--- src/lcdhp_defs.svh ---
// Register offsets, field positions and reset values of the host command port
`ifndef LCDHP_DEFS_SVH
`define LCDHP_DEFS_SVH

// ****************************************
// Register offsets (index values)
// ****************************************
`define LCDHP_A_CONTROL_ONE        8'h00
`define LCDHP_A_CONTROL_TWO        8'h01
`define LCDHP_A_CMD_RESET          8'h03
`define LCDHP_A_DATA_ACCESS        8'h05
`define LCDHP_A_COLUMN_PTR         8'h06
`define LCDHP_A_LINE_PTR           8'h07
`define LCDHP_A_WIN_COL_LOW        8'h08
`define LCDHP_A_WIN_COL_HIGH       8'h09
`define LCDHP_A_WIN_LINE_LOW       8'h0a
`define LCDHP_A_WIN_LINE_HIGH      8'h0b
`define LCDHP_A_PIXEL_PORT         8'h0c
`define LCDHP_A_SCROLL_FIRST       8'h0f
`define LCDHP_A_SCROLL_TOTAL       8'h10
`define LCDHP_A_SCROLL_STEP        8'h11
`define LCDHP_A_BLANK_COLOUR       8'h13
`define LCDHP_A_PART1_FIRST        8'h14
`define LCDHP_A_PART2_FIRST        8'h15
`define LCDHP_A_PART1_TOTAL        8'h16
`define LCDHP_A_PART2_TOTAL        8'h17
`define LCDHP_A_SUPPLY_ONE         8'h19
`define LCDHP_A_SUPPLY_TWO         8'h1a
`define LCDHP_A_COMMON_CENTRE      8'h1d
`define LCDHP_A_DRIVE_STRENGTH     8'h1e
`define LCDHP_A_GAMMA_REF          8'h1f
`define LCDHP_A_GAMMA_C1           8'h24
`define LCDHP_A_GAMMA_C2           8'h25
`define LCDHP_A_GAMMA_C3           8'h26
`define LCDHP_A_GAMMA_C4           8'h27
`define LCDHP_A_PRECHARGE_DIR      8'h28
`define LCDHP_A_GAMMA_DISCONNECT   8'h2a
`define LCDHP_A_CALIBRATION        8'h2d
`define LCDHP_A_PRECHARGE_EXTRA    8'h2e
`define LCDHP_A_GP_OUT             8'h31
`define LCDHP_A_GP_IN              8'h32
`define LCDHP_A_BUS_VOLT           8'h72
`define LCDHP_A_CORE_VOLT          8'h73

// ****************************************
// Field positions and values
// ****************************************
`define LCDHP_BUS_WIDTH_BIT        7
`define LCDHP_CMD_RESET_BIT        0
`define LCDHP_RST_PRECHARGE_EXTRA  8'h06
`define LCDHP_RST_INDEX            8'h00
`define LCDHP_WO_READ_VALUE        8'hff
`define LCDHP_SER_BITS             4'h8

`endif

--- src/lcdhp_pkg.sv ---
// Types shared by the host command port modules
package lcdhp_pkg;

	typedef enum logic [1:0] {
		LCDHP_IF_STROBE,
		LCDHP_IF_ENABLE,
		LCDHP_IF_SERIAL
	} lcdhp_if_e;

	typedef enum logic [1:0] {
		LCDHP_K_UNUSED,
		LCDHP_K_RW,
		LCDHP_K_RO,
		LCDHP_K_WO
	} lcdhp_kind_e;

	typedef logic [127:0][7:0] lcdhp_regs_t;

	typedef struct packed {
		logic [7:0]  shift;
		logic [3:0]  count;
		logic        clk_prev;
		logic [7:0]  data;
		logic        rs;
		logic        valid;
	} lcdhp_ser_s;

endpackage

--- src/lcdhp_byte_if.sv ---
// Carrier of assembled serial bytes from the shifter to the command decoder
interface lcdhp_byte_if;
	logic [7:0] data;
	logic       rs;
	logic       valid;

	modport src (
		output data,
		output rs,
		output valid
	);

	modport snk (
		input data,
		input rs,
		input valid
	);
endinterface

--- src/lcdhp_port.sv ---
// Host command port: bus cycle decoding, index and register file, pixel data pairing
// ****************************************
// ****************************************
`include "lcdhp_defs.svh"

module lcdhp_port
	import lcdhp_pkg::*;
#(
	parameter int IN_W = 4
)(
	// Clock and reset
	input  wire logic              clk_sys,
	input  wire logic              resetn,
	// Interface selection
	input  wire logic [1:0]        if_sel,
	// Parallel bus
	input  wire logic              cs_n,
	input  wire logic              register_select_line,
	input  wire logic              rd_n_en,
	input  wire logic              wr_n_dir,
	input  wire logic [15:0]       db_in,
	output logic      [15:0]       db_out,
	output logic      [15:0]       db_oe,
	// Serial link
	input  wire logic              ser_clk,
	input  wire logic              ser_data,
	// Block side
	input  wire logic [IN_W-1:0]   gp_in,
	output logic      [7:0]        control_one,
	output logic      [7:0]        control_two,
	output logic      [7:0]        data_access_control,
	output logic      [7:0]        gp_out,
	output logic      [15:0]       pixel_data,
	output logic                   pixel_stb,
	output logic                   command_reset_stb,
	output logic      [7:0]        register_pointer
);

	if (IN_W < 1 || IN_W > 8) begin : g_chk
		$error("IN_W must lie between 1 and 8");
	end

	// ****************************************
	// State
	// ****************************************
	typedef struct packed {
		lcdhp_regs_t regs;
		logic [7:0]  ptr;
		logic        cs_prev;
		logic        rs_prev;
		logic        rd_prev;
		logic        wr_prev;
		logic [15:0] db_prev;
		logic        half;
		logic [7:0]  hi_byte;
		logic [15:0] pix;
		logic        pix_stb;
		logic        command_reset_bit_stb;
		logic [15:0] rdata;
		logic        oe;
	} lcdhp_port_s;

	lcdhp_port_s st_r;
	lcdhp_port_s st_nxt;

	lcdhp_byte_if ser_byte ();

	lcdhp_serial_rx u_ser (
		.clk_sys  (clk_sys),
		.resetn   (resetn),
		.cs_n     (cs_n),
		.ser_clk  (ser_clk),
		.ser_data (ser_data),
		.rs       (register_select_line),
		.byte_o   (ser_byte.src)
	);

	// ****************************************
	// Functions
	// ****************************************
	function automatic lcdhp_kind_e reg_kind(input logic [7:0] a);
		case (a)
			`LCDHP_A_CMD_RESET,
			`LCDHP_A_PIXEL_PORT:       reg_kind = LCDHP_K_WO;
			`LCDHP_A_GP_IN:            reg_kind = LCDHP_K_RO;
			`LCDHP_A_CONTROL_ONE,
			`LCDHP_A_CONTROL_TWO,
			`LCDHP_A_DATA_ACCESS,
			`LCDHP_A_COLUMN_PTR,
			`LCDHP_A_LINE_PTR,
			`LCDHP_A_WIN_COL_LOW,
			`LCDHP_A_WIN_COL_HIGH,
			`LCDHP_A_WIN_LINE_LOW,
			`LCDHP_A_WIN_LINE_HIGH,
			`LCDHP_A_SCROLL_FIRST,
			`LCDHP_A_SCROLL_TOTAL,
			`LCDHP_A_SCROLL_STEP,
			`LCDHP_A_BLANK_COLOUR,
			`LCDHP_A_PART1_FIRST,
			`LCDHP_A_PART2_FIRST,
			`LCDHP_A_PART1_TOTAL,
			`LCDHP_A_PART2_TOTAL,
			`LCDHP_A_SUPPLY_ONE,
			`LCDHP_A_SUPPLY_TWO,
			`LCDHP_A_COMMON_CENTRE,
			`LCDHP_A_DRIVE_STRENGTH,
			`LCDHP_A_GAMMA_REF,
			`LCDHP_A_GAMMA_C1,
			`LCDHP_A_GAMMA_C2,
			`LCDHP_A_GAMMA_C3,
			`LCDHP_A_GAMMA_C4,
			`LCDHP_A_PRECHARGE_DIR,
			`LCDHP_A_GAMMA_DISCONNECT,
			`LCDHP_A_CALIBRATION,
			`LCDHP_A_PRECHARGE_EXTRA,
			`LCDHP_A_GP_OUT,
			`LCDHP_A_BUS_VOLT,
			`LCDHP_A_CORE_VOLT:        reg_kind = LCDHP_K_RW;
			default:                   reg_kind = LCDHP_K_UNUSED;
		endcase
	endfunction

	function automatic lcdhp_regs_t default_regs();
		lcdhp_regs_t r;
		r = '0;
		r[`LCDHP_A_PRECHARGE_EXTRA] = `LCDHP_RST_PRECHARGE_EXTRA;
		default_regs = r;
	endfunction

	localparam lcdhp_regs_t REGS_RST = default_regs();

	function automatic logic [7:0] read_value(input logic [7:0] a, input lcdhp_regs_t r,
		input logic [IN_W-1:0] gpi);
		read_value = 8'h00;
		case (reg_kind(a))
			LCDHP_K_RW:     read_value = r[a[6:0]];
			LCDHP_K_RO:     read_value = 8'(gpi);
			// Reads of write-only slots carry no meaning; a fixed pattern keeps them deterministic
			LCDHP_K_WO:     read_value = `LCDHP_WO_READ_VALUE;
			LCDHP_K_UNUSED: read_value = 8'h00;
			default:        read_value = 8'h00;
		endcase
	endfunction

	// ****************************************
	// Bus cycle decoding
	// ****************************************
	lcdhp_if_e    mode;
	logic         wide;
	logic         wr_ev;
	logic         wr_rs;
	logic [15:0]  wr_data;
	logic         rd_act;

	assign mode = lcdhp_if_e'(if_sel);
	// Width applies to the parallel buses only
	assign wide = (mode != LCDHP_IF_SERIAL) &&
		!st_r.regs[`LCDHP_A_DATA_ACCESS][`LCDHP_BUS_WIDTH_BIT];

	always_comb begin
		wr_ev   = 1'b0;
		wr_rs   = st_r.rs_prev;
		wr_data = st_r.db_prev;
		rd_act  = 1'b0;
		case (mode)
			LCDHP_IF_STROBE: begin
				// Write taken at the rising edge of the low write pulse, data from the last low cycle
				wr_ev  = !st_r.cs_prev && !st_r.wr_prev && wr_n_dir;
				rd_act = !cs_n && !rd_n_en && register_select_line;
			end
			LCDHP_IF_ENABLE: begin
				// Enable falling edge ends the high pulse; direction low means write
				wr_ev  = !st_r.cs_prev && st_r.rd_prev && !rd_n_en && !st_r.wr_prev;
				rd_act = !cs_n && rd_n_en && wr_n_dir && register_select_line;
			end
			LCDHP_IF_SERIAL: begin
				// Serial path is write-only; a byte carries the select level of its last bit
				wr_ev   = ser_byte.valid;
				wr_rs   = ser_byte.rs;
				wr_data = {8'h00, ser_byte.data};
			end
			default: begin
				wr_ev = 1'b0;
			end
		endcase
	end

	// ****************************************
	// Command execution
	// ****************************************
	always_comb begin
		st_nxt          = st_r;
		st_nxt.cs_prev  = cs_n;
		st_nxt.rs_prev  = register_select_line;
		st_nxt.rd_prev  = rd_n_en;
		st_nxt.wr_prev  = wr_n_dir;
		st_nxt.db_prev  = db_in;
		st_nxt.pix_stb  = 1'b0;
		st_nxt.command_reset_bit_stb = 1'b0;
		if (wr_ev) begin
			if (!wr_rs) begin
				// Upper lines are don't-care for the pointer
				st_nxt.ptr  = wr_data[7:0];
				st_nxt.half = 1'b0;
			end else if (st_r.ptr == `LCDHP_A_PIXEL_PORT) begin
				if (wide) begin
					st_nxt.pix     = wr_data;
					st_nxt.pix_stb = 1'b1;
				end else if (!st_r.half) begin
					st_nxt.hi_byte = wr_data[7:0];
					st_nxt.half    = 1'b1;
				end else begin
					st_nxt.pix     = {st_r.hi_byte, wr_data[7:0]};
					st_nxt.pix_stb = 1'b1;
					st_nxt.half    = 1'b0;
				end
			end else if (st_r.ptr == `LCDHP_A_CMD_RESET) begin
				if (wr_data[`LCDHP_CMD_RESET_BIT]) begin
					// The reset bit is never stored; reads of this write-only slot return the fixed pattern 8'hff
					st_nxt.regs     = default_regs();
					st_nxt.ptr      = `LCDHP_RST_INDEX;
					st_nxt.half     = 1'b0;
					st_nxt.command_reset_bit_stb = 1'b1;
				end
			end else if (reg_kind(st_r.ptr) == LCDHP_K_RW) begin
				// One-byte command whatever the width; completes this cycle, no busy state
				st_nxt.regs[st_r.ptr[6:0]] = wr_data[7:0];
			end
		end
		st_nxt.oe    = rd_act;
		st_nxt.rdata = {8'h00, read_value(st_r.ptr, st_r.regs, gp_in)};
	end

	always_ff @(posedge clk_sys or negedge resetn) begin
		if (!resetn) begin
			st_r      <= '0;
			st_r.regs <= REGS_RST;
			st_r.cs_prev <= 1'b1;
			st_r.rd_prev <= 1'b1;
			st_r.wr_prev <= 1'b1;
		end else begin
			st_r <= st_nxt;
		end
	end

	// ****************************************
	// Outputs
	// ****************************************
	assign db_out              = st_r.oe ? st_r.rdata : 16'h0000;
	assign db_oe               = {16{st_r.oe}};
	assign control_one         = st_r.regs[`LCDHP_A_CONTROL_ONE];
	assign control_two         = st_r.regs[`LCDHP_A_CONTROL_TWO];
	assign data_access_control = st_r.regs[`LCDHP_A_DATA_ACCESS];
	assign gp_out              = st_r.regs[`LCDHP_A_GP_OUT];
	assign pixel_data          = st_r.pix;
	assign pixel_stb           = st_r.pix_stb;
	assign command_reset_stb   = st_r.command_reset_bit_stb;
	assign register_pointer    = st_r.ptr;

	// ****************************************
	// Checks
	// ****************************************
	property p_ptr_load;
		@(posedge clk_sys) disable iff (!resetn)
		(wr_ev && !wr_rs) |=> (register_pointer == $past(wr_data[7:0]));
	endproperty
	a_ptr_load: assert property (p_ptr_load) else $error("pointer not loaded by select-low write");

	property p_reg_write;
		@(posedge clk_sys) disable iff (!resetn)
		(wr_ev && wr_rs && st_r.ptr == `LCDHP_A_CONTROL_ONE) |=> (control_one == $past(wr_data[7:0]));
	endproperty
	a_reg_write: assert property (p_reg_write) else $error("register write not complete next cycle");

	property p_upper_ignored;
		@(posedge clk_sys) disable iff (!resetn)
		(wr_ev && wr_rs && wide && st_r.ptr == `LCDHP_A_GP_OUT) |=> (gp_out == $past(wr_data[7:0]));
	endproperty
	a_upper_ignored: assert property (p_upper_ignored) else $error("upper data lines reached a register");

	property p_pix_wide;
		@(posedge clk_sys) disable iff (!resetn)
		(wr_ev && wr_rs && wide && st_r.ptr == `LCDHP_A_PIXEL_PORT) |=>
			(pixel_stb && pixel_data == $past(wr_data));
	endproperty
	a_pix_wide: assert property (p_pix_wide) else $error("wide pixel word not passed in one transfer");

	property p_pix_pair;
		@(posedge clk_sys) disable iff (!resetn)
		(wr_ev && wr_rs && !wide && st_r.ptr == `LCDHP_A_PIXEL_PORT && st_r.half) |=>
			(pixel_stb && pixel_data == {$past(st_r.hi_byte), $past(wr_data[7:0])});
	endproperty
	a_pix_pair: assert property (p_pix_pair) else $error("narrow pixel bytes not paired high first");

	property p_pix_first_half;
		@(posedge clk_sys) disable iff (!resetn)
		(wr_ev && wr_rs && !wide && st_r.ptr == `LCDHP_A_PIXEL_PORT && !st_r.half) |=> !pixel_stb;
	endproperty
	a_pix_first_half: assert property (p_pix_first_half) else $error("pixel emitted after one narrow byte");

	property p_command_reset_bit_pulse;
		@(posedge clk_sys) disable iff (!resetn)
		command_reset_stb |=> !command_reset_stb && register_pointer == `LCDHP_RST_INDEX ##1 !command_reset_stb;
	endproperty
	a_command_reset_bit_pulse: assert property (p_command_reset_bit_pulse) else $error("command reset not self-clearing");

	property p_unused_zero;
		@(posedge clk_sys) disable iff (!resetn)
		(rd_act && reg_kind(st_r.ptr) == LCDHP_K_UNUSED && $stable(st_r.ptr)) |=> (db_out == 16'h0000 && db_oe[0]);
	endproperty
	a_unused_zero: assert property (p_unused_zero) else $error("unused register read not zero");

	property p_strobe_write;
		@(posedge clk_sys) disable iff (!resetn)
		(mode == LCDHP_IF_STROBE && !cs_n && !wr_n_dir ##1 (wr_n_dir && $stable(mode))) |-> wr_ev;
	endproperty
	a_strobe_write: assert property (p_strobe_write) else $error("write strobe rise not taken");

	property p_enable_write;
		@(posedge clk_sys) disable iff (!resetn)
		(mode == LCDHP_IF_ENABLE && !cs_n && rd_n_en && !wr_n_dir ##1 (!rd_n_en && $stable(mode))) |-> wr_ev;
	endproperty
	a_enable_write: assert property (p_enable_write) else $error("enable pulse write not taken");

	c_pix_pair:  cover property (@(posedge clk_sys) disable iff (!resetn) pixel_stb && !wide);
	c_pix_wide:  cover property (@(posedge clk_sys) disable iff (!resetn) pixel_stb && wide);
	c_command_reset_bit:      cover property (@(posedge clk_sys) disable iff (!resetn) command_reset_stb);
	c_ser_write: cover property (@(posedge clk_sys) disable iff (!resetn) wr_ev && mode == LCDHP_IF_SERIAL);

endmodule

--- src/lcdhp_serial_rx.sv ---
// Serial byte assembler of the host command port, MSB first
`include "lcdhp_defs.svh"

module lcdhp_serial_rx
	import lcdhp_pkg::*;
(
	// Clock and reset
	input  wire logic   clk_sys,
	input  wire logic   resetn,
	// Serial pins
	input  wire logic   cs_n,
	input  wire logic   ser_clk,
	input  wire logic   ser_data,
	input  wire logic   rs,
	// Assembled bytes
	lcdhp_byte_if.src   byte_o
);

	lcdhp_ser_s st_r;
	lcdhp_ser_s st_nxt;

	always_comb begin
		st_nxt          = st_r;
		st_nxt.valid    = 1'b0;
		st_nxt.clk_prev = ser_clk;
		if (cs_n) begin
			// Deselect drops a partial byte so the next frame starts aligned
			st_nxt.count = 4'h0;
		end else if (ser_clk && !st_r.clk_prev) begin
			st_nxt.shift = {st_r.shift[6:0], ser_data};
			st_nxt.count = st_r.count + 4'h1;
			if (st_r.count == `LCDHP_SER_BITS - 4'h1) begin
				st_nxt.count = 4'h0;
				st_nxt.data  = {st_r.shift[6:0], ser_data};
				st_nxt.rs    = rs;
				st_nxt.valid = 1'b1;
			end
		end
	end

	always_ff @(posedge clk_sys or negedge resetn) begin
		if (!resetn) begin
			st_r <= '0;
		end else begin
			st_r <= st_nxt;
		end
	end

	assign byte_o.data  = st_r.data;
	assign byte_o.rs    = st_r.rs;
	assign byte_o.valid = st_r.valid;

	// ****************************************
	// Checks
	// ****************************************
	property p_ser_msb_first;
		@(posedge clk_sys) disable iff (!resetn)
		st_nxt.valid |=> (st_r.data[0] == $past(ser_data)) && (st_r.data[7:1] == $past(st_r.shift[6:0]));
	endproperty
	a_ser_msb_first: assert property (p_ser_msb_first) else $error("serial byte not assembled MSB first");

endmodule
--- config.mk ---
export PLATFORM = sky130hd
export DESIGN_NAME = lcdhp_port
export DESIGN_NICKNAME = d
export VERILOG_FILES = /design/src/lcdhp_pkg.sv /design/src/lcdhp_byte_if.sv /design/src/lcdhp_port.sv /design/src/lcdhp_serial_rx.sv
export VERILOG_INCLUDE_DIRS = /design/src
export SDC_FILE = /design/constraint.sdc
export NUM_CORES = 2
export LEC_CHECK = 0
export BUFFER_PORTS_ARGS = -buffer_cell sky130_fd_sc_hd__buf_2
export CORE_ASPECT_RATIO = 0.9
export CORE_MARGIN = 8
export CORE_UTILIZATION = 56
export CTS_BUF_LIST = sky130_fd_sc_hd__clkbuf_2
export DETAILED_ROUTE_END_ITERATION = 8
export PLACE_DENSITY = 0.82
export REMOVE_ABC_BUFFERS = 1
export SLEW_MARGIN = 15
export SYNTH_ARGS = -nofsm -noshare
export SYNTH_HDL_FRONTEND = slang
export SYNTH_HIERARCHICAL = 1
export SYNTH_SLANG_ARGS = --single-unit
export TNS_END_PERCENT = 20
--- constraint.sdc ---
create_clock -name clk_sys -period 3.8 [get_ports clk_sys]
set_clock_uncertainty 0.1 [all_clocks]
set_input_delay 1.14 -clock clk_sys [delete_from_list [all_inputs] [get_ports clk_sys]]
set_output_delay 1.14 -clock clk_sys [all_outputs]
set_load 0.05 [all_outputs]
==> impl_metrics.env <==
export IMPL_status="finished with violations"
export IMPL_violations="negative setup slack"
export IMPL_synthesis_area_um2=47100
export IMPL_grt_first_pass_wirelength_um=229000
export IMPL_nets=4287
export IMPL_cp_max_fo=31
export IMPL_yosysWarnings=6
export IMPL_cp_slowest_stage_delay_ps=630
export IMPL_required_ps=4990
export IMPL_first_iter_violations=4989
export IMPL_die_x_um=322
export IMPL_p_leak_nw=25.4
export IMPL_fillers=6126
export IMPL_die_y_um=291
export IMPL_setup_violations=2
export IMPL_critPathSlowestCell="and2_4"
export IMPL_root_buffer="clkbuf_2"
export IMPL_insertion_delay_ps=1540
export IMPL_start_kind="register"
export IMPL_antenna_found_initial=10
export IMPL_cts_max_level=5
export IMPL_drt_pre_antenna_iters=9
export IMPL_start_util_pct=56.2
export IMPL_r2r_setup_slack_ps=-30
export IMPL_fp_row_count=101
export IMPL_fmax_mhz=261
export IMPL_cpLargestDelayFamily="compound AO/OA/AOI/OAI gates"
export IMPL_hold_viol=0
export IMPL_path_buf_inv=4
export IMPL_peakVddDrop_mv=0.337
export IMPL_grt_ovfl_total=0
export IMPL_wl_um=150000
export IMPL_clock_sinks=1110
export IMPL_async_flop_share_pct=100
export IMPL_slew_violations=0
export IMPL_ios=120
export IMPL_cts_tree="yes"
export IMPL_ys_seq_area_share_pct=59.0
export IMPL_cap_violations=0
export IMPL_grt_max_degree=133
export IMPL_r2r_end="st_r[5]"
export IMPL_synth_commonest_cells="dfrtp_1, and2_1, o2bb2ai_1"
export IMPL_io_buffer_count=111
export IMPL_max_slew_margin_pct=22.6
export IMPL_power_density_nw_per_um2=484
export IMPL_worstSetupEndpointType="register"
export IMPL_dp_hpwl_um=93600
export IMPL_synth_seq_cells=1110
export IMPL_numCtsBuffers=280
export IMPL_cp_num_cells=10
export IMPL_cp_arrival_ps=5020
export IMPL_synth_edff_count=0
export IMPL_drive_above_1_share_pct=23.7
export IMPL_core_um2=83800
export IMPL_drc=0
export IMPL_period_minus_slack_ps=3830
export IMPL_synth_largest_area_cell="dfrtp_1"
export IMPL_syn_inst=3911
export IMPL_avgSynthCellArea_um2=12.0
export IMPL_yosys_top_cells_area="dfrtp_1, and2_1, o2bb2ai_1, a221oi_1, mux4_2"
export IMPL_hold_path_class="input pin to asynchronous set/reset pin"
export IMPL_finalWorstSetupSlack_ps=-33.2
export IMPL_wire_per_inst_um=27.0
export IMPL_globalplace_congestion=0.964
export IMPL_post_route_period_util_pct=101
export IMPL_clkTransAtPathRegs_ps=110
export IMPL_ys_types=77
export IMPL_crit_type="register to register"
export IMPL_ff2ff_path_depth=10
export IMPL_area_delta_synth_final_pct=13.3
export IMPL_holdWs_ps=107
export IMPL_grt_pass1_vias=37308
export IMPL_vias=36760
export IMPL_ys_flop_type="dfrtp_1"
export IMPL_clock_path_buffers=4
export IMPL_grt_util_all_layers_pct=31.6
export IMPL_tightestPinTransition_ps=1160
export IMPL_final_antenna_net_count=0
export IMPL_yosys_cell_count_top_type="dfrtp_1"
export IMPL_drt_vias_per_instance=6.60
export IMPL_path_cells="buf_4 > buf_4 > buf_12 > and2_4 > buf_12 > a221oi_1 > o21ai_0 > nand2_1 > o311a_1 > a31oi_1"
export IMPL_r2r_start="register_pointer[0]"
export IMPL_fp_dieArea_um2=93600
export IMPL_fin_tns_setup_ps=-39.4
export IMPL_synth_top_area_share_pct=58.8
metrics by stage:
step	utilization (%)	power, mW	instance area [um2]	cells	setup slack (ps)
5_1_grt	63.6	26.6	53300	5565	-0.367
4_1_cts	63.5	25.6	53200	5556	-47.8
3_3_place_gp	59.9	17.5	50200	5056	-292
6_report	63.7	25.8	53300	5570	-33.2
3_5_place_dp	59.9	17.5	50200	5056	-288
2_1_floorplan	-	14.9	45100	3516	-16510
repair_timing:
item                                   in CTS  in global routing
resized for setup                          62                  8
hold buffers                               29                  0
pin swaps                                   2                  1
buffers inserted                           10                  4
setup endpoints to repair                  32                148
cloned                                      4                  0
endpoints found under the hold margin     397                  0
sequential cells by signal (all words and copies together), names as in the netlist:
| register | cells |
|---|---|
| control_one | 8 |
| register_pointer | 8 |
| pixel_data | 16 |
| data_access_control | 8 |
| u_ser/byte_o.valid | 1 |
| st_r | 1029 |
| pixel_stb | 1 |
| u_ser/byte_o.rs | 1 |
| gp_out | 8 |
| db_oe | 1 |
| u_ser/byte_o.data | 8 |
| u_ser/st_r | 12 |
| command_reset_stb | 1 |
| control_two | 8 |
per-layer routing:
| layer | vias up | wire (um) | share of wire [%] | GRT usage (%) |
|---|---|---|---|---|
| li1 | 14983 | - | - | - |
| met1 | 18277 | 56100 | 37 | 41.6 |
| met2 | 2824 | 63400 | 42 | 43.3 |
| met3 | 670 | 21400 | 14 | 13.9 |
| met4 | 6 | 9340 | 6.2 | 18.0 |
| met5 | - | 48 | 0.032 | 0 |
worst max path at each step:
stage                   startpoint                  end  slack [ps]
4_1_cts        register_pointer[2]  register_pointer[2]         -50
2_1_floorplan  register_pointer[1]           st_r[1000]      -16510
6_report       register_pointer[0]              st_r[5]         -30
3_5_place_dp               rd_n_en       control_two[7]        -290
3_3_place_gp               rd_n_en            st_r[201]        -290
5_1_grt                   db_oe[0]            db_out[6]        -0.4
cells by family (layout without fill, tap and decap cells):
logic type | after synthesis | in the layout | share of synthesized area, %
AO/OA/AOI/OAI | 1070 | 1070 | 18.2
XOR/XNOR | 2 | 2 | 0.0372
adder cells (fa/ha/maj) | 7 | 7 | 0.186
buffers and inverters | 415 | 924 | 4.29
flip-flops | 1110 | 1110 | 59.0
multiplexers | 178 | 178 | 5.07
other | 1 | 18 | 0.00797
AND/OR/NAND/NOR | 1128 | 1128 | 13.2
layout make-up:
type | count | area, um2 | area share [%]
Antenna cell | 10 | 25.0 | 0.0469
Clock inverter | 60 | 360 | 0.676
Timing Repair Buffer | 452 | 4260 | 7.98
Sequential cell | 1110 | 27800 | 52.1
Clock buffer | 399 | 2000 | 3.74
Multi-Input combinational cell | 2393 | 17400 | 32.7
Tap cell | 1133 | 1420 | 2.66
Inverter | 13 | 51.3 | 0.0962
power by group:
part | switching, mW | internal (mW) | total, mW
registers | 0.220 | 12.1 | 12.3
clock network | 4.83 | 3.12 | 7.94
logic | 3.82 | 1.78 | 5.60
total | 8.86 | 17.0 | 25.8
cell usage in the layout (no fill, tap or decap), types with 14 or more instances in the layout:
master,Yosys,layout
o2bb2ai_2,40,40
mux2i_1,65,65
a22o_1,36,36
o22ai_1,23,23
dlygate4sd3_1,0,29
a31oi_1,16,16
a21oi_1,126,125
clkinv_1,1,47
a221o_1,32,32
mux2_2,65,65
dfrtp_1,1105,1099
clkbuf_2,0,399
and2_1,648,642
nand3_1,59,57
nand2b_1,14,14
buf_12,0,60
mux4_2,38,38
nand2_1,205,205
buf_4,88,243
nor2_1,119,117
a22oi_1,64,63
o2bb2ai_1,329,329
o21ai_0,106,106
buf_2,56,95
a221oi_1,200,200
o211ai_1,17,17
No activity file was read; power rests on OpenSTA's default activity.
